[src/rtl/cjt_pkg.sv]
package cjt_pkg;

  // ----------------------------------------------------------------
  // register map (sub-addresses on the serial port)
  // ----------------------------------------------------------------
  localparam logic [7:0] ADDR_REGION_3_2_THR  = 8'h20;
  localparam logic [7:0] ADDR_REGION_4_3_THR  = 8'h21;
  localparam logic [7:0] ADDR_REGION_5_4_THR  = 8'h22;
  localparam logic [7:0] ADDR_REGION_6_5_THR  = 8'h23;
  localparam logic [7:0] ADDR_REGION_7_6_THR  = 8'h24;
  localparam logic [7:0] ADDR_VOLT_CODES_HOT  = 8'h25;
  localparam logic [7:0] ADDR_VOLT_CODES_MID  = 8'h26;
  localparam logic [7:0] ADDR_CURR_CODES_HOT  = 8'h27;
  localparam logic [7:0] ADDR_CURR_CODES_MID  = 8'h28;
  localparam logic [7:0] ADDR_CHARGER_OPTIONS = 8'h29;
  localparam logic [7:0] ADDR_ABSORB_INC      = 8'h2a;
  localparam logic [7:0] ADDR_ABSORB_LIMIT    = 8'h2b;
  localparam logic [7:0] ADDR_EQUALIZE_INC    = 8'h2c;
  localparam logic [7:0] ADDR_EQUALIZE_DUR    = 8'h2d;
  localparam logic [7:0] ADDR_PHOSPHATE_RCHG  = 8'h2e;
  localparam logic [7:0] ADDR_RESERVED_2F     = 8'h2f;
  localparam logic [7:0] ADDR_TOTAL_SECONDS   = 8'h30;
  localparam logic [7:0] ADDR_CV_SECONDS      = 8'h31;
  localparam logic [7:0] ADDR_ABSORB_SECONDS  = 8'h32;
  localparam logic [7:0] ADDR_EQUALIZE_SECS   = 8'h33;

  // ----------------------------------------------------------------
  // reset values
  // ----------------------------------------------------------------
  localparam logic [15:0] RST_REGION_3_2_THR  = 16'h372a;
  localparam logic [15:0] RST_REGION_4_3_THR  = 16'h1f27;
  localparam logic [15:0] RST_REGION_5_4_THR  = 16'h1bcc;
  localparam logic [15:0] RST_REGION_6_5_THR  = 16'h18b9;
  localparam logic [15:0] RST_REGION_7_6_THR  = 16'h136d;
  localparam logic [15:0] RST_VOLT_CODES_HOT  = 16'h0000;
  localparam logic [15:0] RST_VOLT_CODES_MID  = 16'h0000;
  localparam logic [15:0] RST_CURR_CODES_HOT  = 16'h01ef;
  localparam logic [15:0] RST_CURR_CODES_MID  = 16'h7fef;
  localparam logic [15:0] RST_CHARGER_OPTIONS = 16'h0000;
  localparam logic [15:0] RST_ABSORB_INC      = 16'h0000;
  localparam logic [15:0] RST_ABSORB_LIMIT    = 16'h0000;
  localparam logic [15:0] RST_EQUALIZE_INC    = 16'h002a;
  localparam logic [15:0] RST_EQUALIZE_DUR    = 16'h0e10;
  localparam logic [15:0] RST_PHOSPHATE_RCHG  = 16'h4410;

  // ----------------------------------------------------------------
  // field layout and write masks
  // ----------------------------------------------------------------
  localparam int          CODE_W            = 5;
  localparam int          FLD_LO            = 0;
  localparam int          FLD_MID           = 5;
  localparam int          FLD_HI            = 10;
  localparam logic [15:0] MASK_TWO_CODES    = 16'h03ff;
  localparam logic [15:0] MASK_THREE_CODES  = 16'h7fff;
  localparam logic [15:0] MASK_OPTIONS      = 16'h0007;
  localparam logic [15:0] MASK_INCREMENT    = 16'h003f;
  localparam logic [15:0] MASK_FULL         = 16'hffff;
  localparam int          OPT_CX_TERM_BIT   = 2;
  localparam int          OPT_TEMP_COMP_BIT = 1;
  localparam int          OPT_PROFILE_BIT   = 0;
  localparam int          INC_W             = 6;

  // ----------------------------------------------------------------
  // timing
  // ----------------------------------------------------------------
  localparam int CLK_HZ          = 200_000_000;
  localparam int SECOND_S        = 1;
  localparam int CYCLES_PER_SEC  = CLK_HZ * SECOND_S;

  // ----------------------------------------------------------------
  // types
  // ----------------------------------------------------------------
  typedef enum logic [2:0] {
    CJT_PH_IDLE,
    CJT_PH_CC,
    CJT_PH_CV,
    CJT_PH_ABSORB,
    CJT_PH_EQUALIZE,
    CJT_PH_TERM
  } cjt_phase_e;

  typedef enum logic [1:0] {
    CJT_CHEM_LITHIUM,
    CJT_CHEM_PHOSPHATE,
    CJT_CHEM_LEAD_ACID
  } cjt_chem_e;

  typedef struct packed {
    logic        wr;
    logic        rd;
    logic [7:0]  addr;
    logic [15:0] wdata;
  } cjt_reg_req_s;

  typedef struct packed {
    logic [2:0]  region;
    logic [4:0]  volt_code;
    logic [4:0]  curr_code;
    logic        charge_off;
    logic [5:0]  volt_adder;
    logic        cx_term_en;
    logic        temp_comp_en;
    logic        absorb_done;
    logic        equalize_done;
    logic        cv_done;
  } cjt_targets_s;

endpackage

[src/rtl/cjt_regs.sv]
`timescale 1ns/1ps
// Operation
// - threshold between region 3 and 2, resets to 0x372A
// - threshold between region 4 and 3, resets to 0x1F27
// - threshold between region 5 and 4, resets to 0x1BCC
// - threshold between region 6 and 5, resets to 0x18B9
// - threshold between region 6 and 7 (charging off), resets to 0x136D
// - voltage codes region 6 at 9:5, region 5 at 4:0
// - voltage codes region 4 at 14:10, region 3 at 9:5, region 2 at 4:0
// - current codes regions 6 and 5, each resets to 0x0F
// - current codes regions 4, 3, 2 reset 0x1F, 0x1F, 0x0F
// - options register bits 2:0; bit 2 enables C/x termination
// - bit 1 enables lead-acid voltage temperature compensation
// - bit 0 selects per-region codes instead of plain targets
// - absorb phase adds 6-bit absorb increment for phosphate and lead-acid
// - absorb phase ends at programmed absorb time limit
// - equalize phase adds 6-bit equalize increment for lead-acid, default 0x2A
// - equalize seconds counted read-only; duration defaults 0x0E10
// - lithium total charging seconds read-only
// - lithium constant-voltage seconds read-only
// - absorb seconds read-only for phosphate and lead-acid
// - constant-voltage timer reaching its limit ends lithium charging
// - region current codes share the plain current target encoding
module cjt_regs #(
  parameter int CYCLES_PER_SEC = cjt_pkg::CYCLES_PER_SEC
) (
  input  wire logic                  clk,
  input  wire logic                  reset_n,
  input  wire cjt_pkg::cjt_reg_req_s req,
  output logic [15:0]                rdata,
  output logic                       rvalid,
  output logic                       addr_hit,
  input  wire logic [15:0]           ntc_ratio,
  input  wire cjt_pkg::cjt_phase_e   phase,
  input  wire cjt_pkg::cjt_chem_e    chemistry,
  input  wire logic [4:0]            plain_volt_code,
  input  wire logic [4:0]            plain_curr_code,
  input  wire logic [15:0]           const_volt_time_limit,
  output cjt_pkg::cjt_targets_s      targets,
  output logic [15:0]                phosphate_recharge_level
);

  // ----------------------------------------------------------------
  // storage
  // ----------------------------------------------------------------
  logic [15:0] temp_region_3_2_threshold;
  logic [15:0] temp_region_4_3_threshold;
  logic [15:0] temp_region_5_4_threshold;
  logic [15:0] temp_region_6_5_threshold;
  logic [15:0] temp_region_7_6_threshold;
  logic [15:0] region_volt_codes_hot;
  logic [15:0] region_volt_codes_mid;
  logic [15:0] region_curr_codes_hot;
  logic [15:0] region_curr_codes_mid;
  logic [15:0] charger_options;
  logic [15:0] absorb_voltage_increment;
  logic [15:0] absorb_time_limit;
  logic [15:0] equalize_voltage_increment;
  logic [15:0] equalize_duration;
  logic [15:0] phosphate_level;
  logic [15:0] total_charge_seconds;
  logic [15:0] const_volt_seconds;
  logic [15:0] absorb_seconds;
  logic [15:0] equalize_seconds;

  // ----------------------------------------------------------------
  // write path
  // ----------------------------------------------------------------
  function automatic logic [15:0] wr_val(input logic [15:0] cur, input logic [15:0] d,
                                         input logic [15:0] mask, input logic hit);
    wr_val = hit ? (d & mask) : cur;
  endfunction

  wire wr = req.wr;
  wire [7:0] a = req.addr;

  // reserved bits are masked off at write time so they always read zero
  always_ff @(posedge clk or negedge reset_n) begin
    if (!reset_n) begin
      temp_region_3_2_threshold  <= cjt_pkg::RST_REGION_3_2_THR;
      temp_region_4_3_threshold  <= cjt_pkg::RST_REGION_4_3_THR;
      temp_region_5_4_threshold  <= cjt_pkg::RST_REGION_5_4_THR;
      temp_region_6_5_threshold  <= cjt_pkg::RST_REGION_6_5_THR;
      temp_region_7_6_threshold  <= cjt_pkg::RST_REGION_7_6_THR;
      region_volt_codes_hot      <= cjt_pkg::RST_VOLT_CODES_HOT;
      region_volt_codes_mid      <= cjt_pkg::RST_VOLT_CODES_MID;
      region_curr_codes_hot      <= cjt_pkg::RST_CURR_CODES_HOT;
      region_curr_codes_mid      <= cjt_pkg::RST_CURR_CODES_MID;
      charger_options            <= cjt_pkg::RST_CHARGER_OPTIONS;
      absorb_voltage_increment   <= cjt_pkg::RST_ABSORB_INC;
      absorb_time_limit          <= cjt_pkg::RST_ABSORB_LIMIT;
      equalize_voltage_increment <= cjt_pkg::RST_EQUALIZE_INC;
      equalize_duration          <= cjt_pkg::RST_EQUALIZE_DUR;
      phosphate_level            <= cjt_pkg::RST_PHOSPHATE_RCHG;
    end else begin
      temp_region_3_2_threshold  <= wr_val(temp_region_3_2_threshold, req.wdata, cjt_pkg::MASK_FULL,
                                           wr && a == cjt_pkg::ADDR_REGION_3_2_THR);
      temp_region_4_3_threshold  <= wr_val(temp_region_4_3_threshold, req.wdata, cjt_pkg::MASK_FULL,
                                           wr && a == cjt_pkg::ADDR_REGION_4_3_THR);
      temp_region_5_4_threshold  <= wr_val(temp_region_5_4_threshold, req.wdata, cjt_pkg::MASK_FULL,
                                           wr && a == cjt_pkg::ADDR_REGION_5_4_THR);
      temp_region_6_5_threshold  <= wr_val(temp_region_6_5_threshold, req.wdata, cjt_pkg::MASK_FULL,
                                           wr && a == cjt_pkg::ADDR_REGION_6_5_THR);
      temp_region_7_6_threshold  <= wr_val(temp_region_7_6_threshold, req.wdata, cjt_pkg::MASK_FULL,
                                           wr && a == cjt_pkg::ADDR_REGION_7_6_THR);
      region_volt_codes_hot      <= wr_val(region_volt_codes_hot, req.wdata, cjt_pkg::MASK_TWO_CODES,
                                           wr && a == cjt_pkg::ADDR_VOLT_CODES_HOT);
      region_volt_codes_mid      <= wr_val(region_volt_codes_mid, req.wdata, cjt_pkg::MASK_THREE_CODES,
                                           wr && a == cjt_pkg::ADDR_VOLT_CODES_MID);
      region_curr_codes_hot      <= wr_val(region_curr_codes_hot, req.wdata, cjt_pkg::MASK_TWO_CODES,
                                           wr && a == cjt_pkg::ADDR_CURR_CODES_HOT);
      region_curr_codes_mid      <= wr_val(region_curr_codes_mid, req.wdata, cjt_pkg::MASK_THREE_CODES,
                                           wr && a == cjt_pkg::ADDR_CURR_CODES_MID);
      charger_options            <= wr_val(charger_options, req.wdata, cjt_pkg::MASK_OPTIONS,
                                           wr && a == cjt_pkg::ADDR_CHARGER_OPTIONS);
      absorb_voltage_increment   <= wr_val(absorb_voltage_increment, req.wdata, cjt_pkg::MASK_INCREMENT,
                                           wr && a == cjt_pkg::ADDR_ABSORB_INC);
      absorb_time_limit          <= wr_val(absorb_time_limit, req.wdata, cjt_pkg::MASK_FULL,
                                           wr && a == cjt_pkg::ADDR_ABSORB_LIMIT);
      equalize_voltage_increment <= wr_val(equalize_voltage_increment, req.wdata, cjt_pkg::MASK_INCREMENT,
                                           wr && a == cjt_pkg::ADDR_EQUALIZE_INC);
      equalize_duration          <= wr_val(equalize_duration, req.wdata, cjt_pkg::MASK_FULL,
                                           wr && a == cjt_pkg::ADDR_EQUALIZE_DUR);
      phosphate_level            <= wr_val(phosphate_level, req.wdata, cjt_pkg::MASK_FULL,
                                           wr && a == cjt_pkg::ADDR_PHOSPHATE_RCHG);
    end
  end

  // ----------------------------------------------------------------
  // read path
  // ----------------------------------------------------------------
  logic [15:0] next_rdata;
  logic        next_hit;

  always_comb begin
    next_hit = 1'b1;
    case (a)
      cjt_pkg::ADDR_REGION_3_2_THR:  next_rdata = temp_region_3_2_threshold;
      cjt_pkg::ADDR_REGION_4_3_THR:  next_rdata = temp_region_4_3_threshold;
      cjt_pkg::ADDR_REGION_5_4_THR:  next_rdata = temp_region_5_4_threshold;
      cjt_pkg::ADDR_REGION_6_5_THR:  next_rdata = temp_region_6_5_threshold;
      cjt_pkg::ADDR_REGION_7_6_THR:  next_rdata = temp_region_7_6_threshold;
      cjt_pkg::ADDR_VOLT_CODES_HOT:  next_rdata = region_volt_codes_hot;
      cjt_pkg::ADDR_VOLT_CODES_MID:  next_rdata = region_volt_codes_mid;
      cjt_pkg::ADDR_CURR_CODES_HOT:  next_rdata = region_curr_codes_hot;
      cjt_pkg::ADDR_CURR_CODES_MID:  next_rdata = region_curr_codes_mid;
      cjt_pkg::ADDR_CHARGER_OPTIONS: next_rdata = charger_options;
      cjt_pkg::ADDR_ABSORB_INC:      next_rdata = absorb_voltage_increment;
      cjt_pkg::ADDR_ABSORB_LIMIT:    next_rdata = absorb_time_limit;
      cjt_pkg::ADDR_EQUALIZE_INC:    next_rdata = equalize_voltage_increment;
      cjt_pkg::ADDR_EQUALIZE_DUR:    next_rdata = equalize_duration;
      cjt_pkg::ADDR_PHOSPHATE_RCHG:  next_rdata = phosphate_level;
      cjt_pkg::ADDR_RESERVED_2F:     next_rdata = 16'h0000;
      cjt_pkg::ADDR_TOTAL_SECONDS:   next_rdata = total_charge_seconds;
      cjt_pkg::ADDR_CV_SECONDS:      next_rdata = const_volt_seconds;
      cjt_pkg::ADDR_ABSORB_SECONDS:  next_rdata = absorb_seconds;
      cjt_pkg::ADDR_EQUALIZE_SECS:   next_rdata = equalize_seconds;
      default: begin
        next_rdata = 16'h0000;
        next_hit   = 1'b0;
      end
    endcase
  end

  // read-only registers ignore writes; their value only comes from the timers
  always_ff @(posedge clk or negedge reset_n) begin
    if (!reset_n) begin
      rdata    <= 16'h0000;
      rvalid   <= 1'b0;
      addr_hit <= 1'b0;
    end else begin
      rvalid   <= req.rd;
      addr_hit <= next_hit && (req.rd || req.wr);
      if (req.rd) begin
        rdata <= next_rdata;
      end
    end
  end

  // ----------------------------------------------------------------
  // temperature region selection
  // ----------------------------------------------------------------
  // thermistor ratio falls as temperature rises; region 1 is handled outside
  wire [2:0] region =
    (ntc_ratio > temp_region_3_2_threshold) ? 3'd2 :
    (ntc_ratio > temp_region_4_3_threshold) ? 3'd3 :
    (ntc_ratio > temp_region_5_4_threshold) ? 3'd4 :
    (ntc_ratio > temp_region_6_5_threshold) ? 3'd5 :
    (ntc_ratio > temp_region_7_6_threshold) ? 3'd6 : 3'd7;

  function automatic logic [4:0] pick_code(input logic [2:0] r, input logic [15:0] hot,
                                           input logic [15:0] mid);
    case (r)
      3'd2:    pick_code = mid[cjt_pkg::FLD_LO  +: cjt_pkg::CODE_W];
      3'd3:    pick_code = mid[cjt_pkg::FLD_MID +: cjt_pkg::CODE_W];
      3'd4:    pick_code = mid[cjt_pkg::FLD_HI  +: cjt_pkg::CODE_W];
      3'd5:    pick_code = hot[cjt_pkg::FLD_LO  +: cjt_pkg::CODE_W];
      3'd6:    pick_code = hot[cjt_pkg::FLD_MID +: cjt_pkg::CODE_W];
      default: pick_code = 5'h00;
    endcase
  endfunction

  wire profile_on  = charger_options[cjt_pkg::OPT_PROFILE_BIT];
  wire [4:0] r_volt = pick_code(region, region_volt_codes_hot, region_volt_codes_mid);
  // same current encoding as the plain target: (code + 1) * 1mV / Rsense
  wire [4:0] r_curr = pick_code(region, region_curr_codes_hot, region_curr_codes_mid);

  wire is_lithium = (chemistry == cjt_pkg::CJT_CHEM_LITHIUM);
  wire is_lead    = (chemistry == cjt_pkg::CJT_CHEM_LEAD_ACID);
  wire in_absorb  = (phase == cjt_pkg::CJT_PH_ABSORB) && !is_lithium;
  wire in_equal   = (phase == cjt_pkg::CJT_PH_EQUALIZE) && is_lead;
  wire in_cv      = (phase == cjt_pkg::CJT_PH_CV) && is_lithium;
  wire charging   = (phase != cjt_pkg::CJT_PH_IDLE) && (phase != cjt_pkg::CJT_PH_TERM) && is_lithium;

  wire [5:0] adder =
    in_equal  ? equalize_voltage_increment[cjt_pkg::INC_W-1:0] :
    in_absorb ? absorb_voltage_increment[cjt_pkg::INC_W-1:0] : 6'h00;

  // ----------------------------------------------------------------
  // phase timers
  // ----------------------------------------------------------------
  cjt_sec_timer #(.CYCLES(CYCLES_PER_SEC)) u_total (
    .clk     (clk),
    .reset_n (reset_n),
    .run     (charging),
    .seconds (total_charge_seconds)
  );
  cjt_sec_timer #(.CYCLES(CYCLES_PER_SEC)) u_cv (
    .clk     (clk),
    .reset_n (reset_n),
    .run     (in_cv),
    .seconds (const_volt_seconds)
  );
  cjt_sec_timer #(.CYCLES(CYCLES_PER_SEC)) u_absorb (
    .clk     (clk),
    .reset_n (reset_n),
    .run     (in_absorb),
    .seconds (absorb_seconds)
  );
  cjt_sec_timer #(.CYCLES(CYCLES_PER_SEC)) u_equal (
    .clk     (clk),
    .reset_n (reset_n),
    .run     (in_equal),
    .seconds (equalize_seconds)
  );

  // ----------------------------------------------------------------
  // targets to the charger state machine
  // ----------------------------------------------------------------
  always_ff @(posedge clk or negedge reset_n) begin
    if (!reset_n) begin
      targets <= '0;
    end else begin
      targets.region        <= region;
      targets.volt_code     <= profile_on ? r_volt : plain_volt_code;
      targets.curr_code     <= profile_on ? r_curr : plain_curr_code;
      targets.charge_off    <= profile_on && (region == 3'd7);
      targets.volt_adder    <= adder;
      targets.cx_term_en    <= charger_options[cjt_pkg::OPT_CX_TERM_BIT];
      targets.temp_comp_en  <= charger_options[cjt_pkg::OPT_TEMP_COMP_BIT] && is_lead;
      targets.absorb_done   <= in_absorb && (absorb_seconds >= absorb_time_limit);
      targets.equalize_done <= in_equal && (equalize_seconds >= equalize_duration);
      targets.cv_done       <= in_cv && (const_volt_seconds >= const_volt_time_limit);
    end
  end

  assign phosphate_recharge_level = phosphate_level;

endmodule

[src/rtl/cjt_sec_timer.sv]
`timescale 1ns/1ps
module cjt_sec_timer #(
  parameter int CYCLES = 200_000_000
) (
  input  wire logic        clk,
  input  wire logic        reset_n,
  input  wire logic        run,
  output logic [15:0]      seconds
);
  logic        run_d;
  logic [31:0] prescale;
  wire         entry     = run && !run_d;
  wire         sec_tick  = run && (prescale == 32'(CYCLES - 1));

  // clears on entry, ticks once per second while running, holds after
  always_ff @(posedge clk or negedge reset_n) begin
    if (!reset_n) begin
      run_d    <= 1'b0;
      prescale <= 32'h0;
      seconds  <= 16'h0;
    end else begin
      run_d <= run;
      if (entry) begin
        prescale <= 32'h0;
        seconds  <= 16'h0;
      end else if (sec_tick) begin
        prescale <= 32'h0;
        seconds  <= (seconds == 16'hffff) ? seconds : seconds + 16'h1;
      end else if (run) begin
        prescale <= prescale + 32'h1;
      end
    end
  end
endmodule

[config.mk]
export PLATFORM = sky130hd
export DESIGN_NAME = cjt_regs
export DESIGN_NICKNAME = d
export VERILOG_FILES = /design/src/rtl/cjt_pkg.sv /design/src/rtl/cjt_regs.sv /design/src/rtl/cjt_sec_timer.sv
export SDC_FILE = /design/constraint.sdc
export NUM_CORES = 1
export LEC_CHECK = 0
export BUFFER_PORTS_ARGS = -buffer_cell sky130_fd_sc_hd__buf_2
export CORE_MARGIN = 2
export CORE_UTILIZATION = 42
export CTS_CLUSTER_SIZE = 30
export DETAILED_ROUTE_END_ITERATION = 10
export GPL_TIMING_DRIVEN = 1
export SYNTH_ARGS = -nofsm -noshare
export SYNTH_HDL_FRONTEND = slang
export SYNTH_SLANG_ARGS = --single-unit
[constraint.sdc]
create_clock -name clk -period 4.3 [get_ports clk]
set_input_delay 0.43 -clock clk [delete_from_list [all_inputs] [get_ports clk]]
set_output_delay 0.43 -clock clk [all_outputs]
set_load 0.02 [all_outputs]
* Yosys cells after proc, flatten, opt, wreduce, memory -nomap -nowiden
Cells that the tools add are included.
** Storage, ports and cells
- Register bits after elaboration :: 432
- Input port bits :: 75
- Output and inout bits :: 59
- Logic and storage cells :: 191
** Cells by class
- Add/sub/neg operators :: 8
- Order comparisons :: 8
- Equal/unequal tests :: 43
- Muxes and demuxes :: 37
- Reductions and logical operators :: 55
** Operators by type and width (number)
- two-way mux 32 bit :: 12
- case mux 16 bit (19 select lines) :: 1
- two-way mux 16 bit :: 12
- == test 8 x 6 -> 1 bit (second input constant) :: 20
- adder 32 x 1 -> 32 bit (second input constant) :: 4
- == test 32 x 28 -> 1 bit (second input constant) :: 4
- greater-than comparator 16 bit :: 5
- adder 16 x 1 -> 16 bit (second input constant) :: 4
- == test 16 bit (second input constant) :: 4
- case mux 5 bit (5 select lines) :: 2
- greater-or-equal comparator 16 bit :: 3
- logical AND 1 bit :: 34
- OR reduction 20 bit :: 1
- == test 3 bit (second input constant) :: 5
- nonzero test 3 bit :: 5
- == test 3 x 2 -> 1 bit (second input constant) :: 4
- two-way mux 6 bit :: 2
- two-way mux 5 bit :: 2
- inequality test 2 x 1 -> 1 bit (second input constant) :: 4
- AND reduction 2 bit :: 4
- nonzero test 2 bit :: 4
- two-way mux 3 bit :: 2
- logical NOT 1 bit :: 5
- two-way mux 2 bit :: 2
- other kinds (5) :: 6

* Logic depth before layout (Yosys ltp)
- Depth in word-level cells :: 9
- Gate-level depth with buffers :: 12
- Mapped depth without buffers :: 10

* Hierarchy
From an unflattened synthesis, not the netlist that was laid out.
** Second synthesis, totals
- Cell total of the unflattened synthesis :: 2418
- Area total of the unflattened synthesis :: 24641.1 sq um
** By module, submodules not included
- cjt_regs :: times used 1, cells an instance 1271, area an instance 14202.4 sq um, sequential area each 5995.8 sq um
- cjt_sec_timer (u_absorb ...) :: times used 3, cells an instance 288, area an instance 2593.7 sq um, sequential area each 1226.2 sq um
- cjt_sec_timer (u_total) :: times used 1, cells an instance 283, area an instance 2657.5 sq um, sequential area each 1226.2 sq um

* Worst setup path before layout
OpenSTA, ideal clock, no wires.
- Kind :: register to register
- Start point :: reg temp_region_3_2_threshold[9]
- End point :: reg targets[12] (netlist name)
- Setup time :: 0.086 ns
- Arrival :: 2.705 ns
- Required time :: 4.214 ns
- Path slack :: 1.509 ns
- Stages on the path, launching flop included :: 12
- Buffers on the path :: 1
- Period minus slack after synthesis :: 2.791 ns
- Cell sequence :: dfstp_2 > inv_1 > ha_1 > a211oi_1 > o21ai_0 > o2111ai_1 > a32oi_1 > or2_2 > clkbuf_1 > nor4_2 > a22oi_1 > a32oi_1
** Between the ends
- Cells in the longest elaborated chain, start to end :: 5
- Elaborated cells on any way between the ends :: 9
- Classes of those cells :: 1 x order compare; 5 x eq/ne; 3 x mux
** RTL lines
- start: declaration :: line cjt_regs.sv:46 : logic [15:0] temp_region_3_2_threshold;
- start signal: assignment :: line cjt_regs.sv:80 : temp_region_3_2_threshold <= cjt_pkg::RST_REGION_3_2_THR;
- start signal: assignment :: line cjt_regs.sv:96 : temp_region_3_2_threshold <= wr_val(temp_region_3_2_threshold, req.wdata, cjt_pkg::MASK_FULL,
- greater-than comparator 16 bit (*) :: line cjt_regs.sv:185 : (ntc_ratio > temp_region_3_2_threshold) ? 3'd2 :
- two-way mux 3 bit (*) :: line cjt_regs.sv:185
- == test 3 bit or == test 3 x 2 -> 1 bit (tied branches) :: line cjt_regs.sv:193 : case (r)
- case mux 5 bit (5 select lines) (*) :: line cjt_regs.sv:193
- two-way mux 5 bit (*) :: line cjt_regs.sv:256 : targets.curr_code <= profile_on ? r_curr : plain_curr_code;
- end: declaration :: line cjt_regs.sv:39 : output cjt_pkg::cjt_targets_s targets,
Every way passes the cells marked *; elsewhere a longest branch is shown, timed or not.
A chain may end at the register's enable or synchronous reset.

* Final worst setup path
- Start point :: reg temp_region_5_4_threshold[9]
- End point :: reg targets[17] (netlist name)
** Between the ends
- Cells in the longest elaborated chain, start to end :: 7
- Elaborated cells on any way between the ends :: 11
- Classes of those cells :: 1 x order compare; 5 x eq/ne; 5 x mux
** RTL lines
- start: declaration :: line cjt_regs.sv:48 : logic [15:0] temp_region_5_4_threshold;
- start signal: assignment :: line cjt_regs.sv:82 : temp_region_5_4_threshold <= cjt_pkg::RST_REGION_5_4_THR;
- start signal: assignment :: line cjt_regs.sv:100 : temp_region_5_4_threshold <= wr_val(temp_region_5_4_threshold, req.wdata, cjt_pkg::MASK_FULL,
- greater-than comparator 16 bit (*) :: line cjt_regs.sv:187 : (ntc_ratio > temp_region_5_4_threshold) ? 3'd4 :
- two-way mux 2 bit (*) :: line cjt_regs.sv:187
- two-way mux 3 bit (*) :: line cjt_regs.sv:186 : (ntc_ratio > temp_region_4_3_threshold) ? 3'd3 :
- two-way mux 3 bit (*) :: line cjt_regs.sv:185
- == test 3 bit or == test 3 x 2 -> 1 bit (tied branches) :: line cjt_regs.sv:193
- case mux 5 bit (5 select lines) (*) :: line cjt_regs.sv:193
- two-way mux 5 bit (*) :: line cjt_regs.sv:255 : targets.volt_code <= profile_on ? r_volt : plain_volt_code;
Marks and branches as above.

==> metrics.md <==
| Metric | Value |
|---|---|
| Outcome | `finished clean` |
| Port buffer count | `between 100 and 150` |
| CTS root buffer | `clkbuf_16` |
| Worst-margin pin slew | `around 1.1 ns` |
| EDFF count, synth | `0` |
| Peak VDD IR | `around 320 uV` |
| Slew HR | `0.2347` |
| Met2 GRT Util | `0.3874` |
| Clk_lat worst skew | `around 0.62 ns` |
| Crit path launch type | `register` |
| Vias in the first global route | `between 15,000 and 20,000` |
| Layout cells sized above 1 | `0.2263` |
| DP Cell Count | `about 3,100` |
| Via count | `around 19,000` |
| Max Cap Viol | `0` |
| Setup-failing EPs final | `0` |
| Drt initial violations | `around 1,700` |
| Register area share after synthesis | `0.4645` |
| Fin. Hold Viols | `0` |
| First-pass GRT wire length | `between 100,000 and 150,000 um` |
| Syn avg cell area | `just over 10 um^2` |
| Initial Util | `0.4251` |
| Ratio of total power to cell area | `between 300 and 400 mW/mm^2` |
| Core area | `0.05520 mm^2` |
| Synth Warn # | `0` |
| CTS tree | `yes` |
| #FFs+latches synth | `around 430` |
| Crit share post-route | `0.7933` |
| Die width | `around 240 um` |
| Maximum number of pins on one net before global-route repair | `between 100 and 150` |
| Minimum clock period after layout | `approximately 3.4 ns` |
| Crit. End Element | `register` |
| Yosys cell types | `81` |
| Clk sink count | `432` |
| Final ANT Viol Nets | `0` |
| Fmax | `~290 MHz` |
| Nets | `roughly 2,600` |
| Remaining Overflow, GRT | `0` |
| CTS clk-pin slew, worst paths | `approximately 0.06 ns` |
| Die Area | `about 0.058 mm^2` |
| Pleak | `between 10 and 15 nW` |
| DR pass1 iterations | `8` |
| Detailed Route WL | `~74,000 um` |
| Req. time, crit path | `4.83 ns` |
| Post-CTS Setup Inserts | `0` |
| Io pins | `between 100 and 150` |
| Routed WL per cell | `approximately 23 um` |
| Initial antenna violation count | `0` |
| Row count | `86` |
| M3 GR Usage | `0.05063` |
| Total CTS buffers | `50` |
| Worst Path Max Fanout | `10` |
| HP Class | `in -> reg` |
| Die H | `240.4 um` |
| Drt drc | `0` |
| Crit Path Class | `reg -> reg` |
| Ys flop type | `dfrtp_1` |
| Syn nets | `roughly 2,500` |
| Post-Syn Area | `between 0.02 and 0.025 mm^2` |
| Vias per cell | `5.823` |
| H-tree depth | `2` |
| Setup TNS | `0 ns` |
| Hpwl dp | `54,430 um` |
| Synth Instances | `2,268` |
| Hold slack | `0.07295 ns` |
| Ys async rst share | `1.000` |
| Gpl congestion | `between 0.9 and 1` |
| Non-filler cells, final | `about 3,200` |
| M1 GR Usage | `0.3814` |
| Clock Tree Buf Depth | `3` |
| Clock skew | `~0.033 ns` |
| Gr busiest metal | `met2` |
| RSZ-0062 raised after global routing | `no` |
| Fin. max-slew vios | `0` |
| Arrival time at the worst endpoint | `3.94 ns` |
| Area grow syn2layout | `14.21%` |
| GRT Total Usage | `0.2603` |
-- worst max-delay path, cell delays in order, from the launching register on --
cell      delay [ns]
dfstp_2         0.55
inv_1           0.08
ha_1            0.30
nand2_1         0.09
or3_1           0.42
nor3_1          0.25
a211oi_1        0.12
a21oi_1         0.65
and2_1          0.49
a22oi_1         0.14
a32oi_1         0.23
-- state kept, by name, summed over array words and instances, names as in the netlist, 16 cells and up --
| register | count |
|---|---|
| u_absorb.prescale | 32 |
| u_cv.prescale | 32 |
| u_equal.prescale | 32 |
| u_total.prescale | 32 |
| targets | 25 |
| absorb_time_limit | 16 |
| equalize_duration | 16 |
| phosphate_recharge_level | 16 |
| rdata | 16 |
| temp_region_3_2_threshold | 16 |
| temp_region_4_3_threshold | 16 |
| temp_region_5_4_threshold | 16 |
| temp_region_6_5_threshold | 16 |
| temp_region_7_6_threshold | 16 |
| u_absorb.seconds | 16 |
| u_cv.seconds | 16 |
| u_equal.seconds | 16 |
| u_total.seconds | 16 |
-- placed cells by master (no fill, tap or decap), types with 26 or more instances in the layout --
cell type and n:
mux2_2 195, o21ai_0 56, clkbuf_16 50, a21oi_1 67, dfrtp_1 360, a22o_1 27, ha_1 136, buf_2 132
inv_1 155, dfstp_2 72, xnor2_1 68, nor2_1 258, nand2_1 154, a22oi_1 69, nand3_1 85, xor2_1 83
nor3_1 26, buf_4 27, and3_1 30, nand4_1 42
-- what timing repair did --
item,in CTS,in global routing
resized for setup,0,0
endpoints found under the hold margin,30,0
hold buffers,1,0
setup endpoints to repair,0,0
-- kinds of logic (layout without fill, tap and decap cells) --
logic type | count (synthesis) | in the layout | share of synthesized area
and+or+nand+nor | 746 | 746 | 0.1586
DFF | 432 | 432 | 0.4645
AOI/OAI and AO/OA | 364 | 364 | 0.1102
buffers and inverters | 236 | 412 | 0.03861
muxes | 203 | 203 | 0.09913
xor gates and xnor gates | 151 | 151 | 0.05636
adders and majority gates | 136 | 136 | 0.07252
other | 0 | 1 | 0
-- layout make-up --
cell class	count	area, um^2
Fill cell	5138	28400
Multi-Input combinational cell	1600	11660
Sequential cell	432	10900
Clock buffer	72	1454
Timing Repair Buffer	166	988.4
Tap cell	748	935.9
Inverter	155	581.8
Clock inverter	19	274.0
Antenna cell	1	2.502
-- metrics by stage --
step                        util  power (W)  area, um^2  setup WS (ns)
after CTS                 0.4854   0.009991       26800          1.013
after global placement    0.4540   0.005448       25060          1.051
final                     0.4855   0.009910       26800         0.8886
after floorplan                -   0.005012       23470          1.509
after global routing      0.4854    0.01030       26800         0.7749
after detailed placement  0.4540   0.005478       25060         0.9823
-- power breakdown --
part | switching (W) | internal (W)
clock | 0.00182 | 0.00266
combinational | 0.000564 | 0.000353
sequential | 0.000232 | 0.00428
total | 0.00262 | 0.00729
-- metal layers --
metal,wire length (um),share of wire,vias up
li1,-,-,8415
met1,33850,0.46,9397
met2,32420,0.44,669
met3,5975,0.080,112
met4,2038,0.027,0
met5,0,0,-
-- path summary, 6_finish.rpt --
| kind | start | cells past startpoint | slack (ns) | to |
|---|---|---|---|---|
| max | temp_region_5_4_threshold[9]$_DFFE_PN1P_ | 10 | 0.89 | targets[17]$_DFF_PN0_ |
| min | plain_curr_code[0] | 3 | 0.07 | targets[12]$_DFF_PN0_ |
| max reg2reg | temp_region_5_4_threshold[9]$_DFFE_PN1P_ | 10 | 0.89 | targets[17]$_DFF_PN0_ |
| min reg2reg | u_total.prescale[1]$_DFFE_PN0P_ | 2 | 0.50 | u_total.prescale[1]$_DFFE_PN0P_ |
| max in group asynchronous | reset_n | 3 | 2.69 | region_curr_codes_mid[11]$_DFFE_PN1P_ |
| min in group asynchronous | reset_n | 2 | 0.50 | temp_region_6_5_threshold[13]$_DFFE_PN0P_ |
-- cell usage after synthesis (all sizes together), types with 6 or more instances --
cell / count / area [um^2]
a221oi: 25 / 219.0
nand2b: 11 / 68.82
nor2b: 6 / 37.54
nand2: 154 / 578.1
o2111ai: 6 / 52.55
a211oi: 8 / 60.06
ha: 136 / 1702
and3: 33 / 214.0
o21a: 8 / 60.06
nand4: 45 / 309.0
dfstp: 72 / 1892
a22oi: 69 / 518.0
nor4: 13 / 102.6
inv: 155 / 581.8
nor4b: 7 / 61.31
nor3: 27 / 140.1
a31oi: 16 / 106.4
a21o: 24 / 187.7
and2: 15 / 93.84
or3: 28 / 182.7
xor2: 83 / 727.0
or2: 11 / 68.82
nand3b: 6 / 45.04
mux2: 195 / 2196
clkbuf: 68 / 255.2
buf: 13 / 68.82
o21ai: 58 / 290.3
xnor2: 68 / 595.6
and4: 26 / 229.0
a21oi: 68 / 351.6
dfrtp: 360 / 9009
a32oi: 10 / 87.58
nor2: 262 / 993.4
nand3: 86 / 442.9
a41oi: 7 / 61.31
a222oi: 14 / 140.1
a22o: 27 / 236.5
Power figures use the tool's default switching activity.
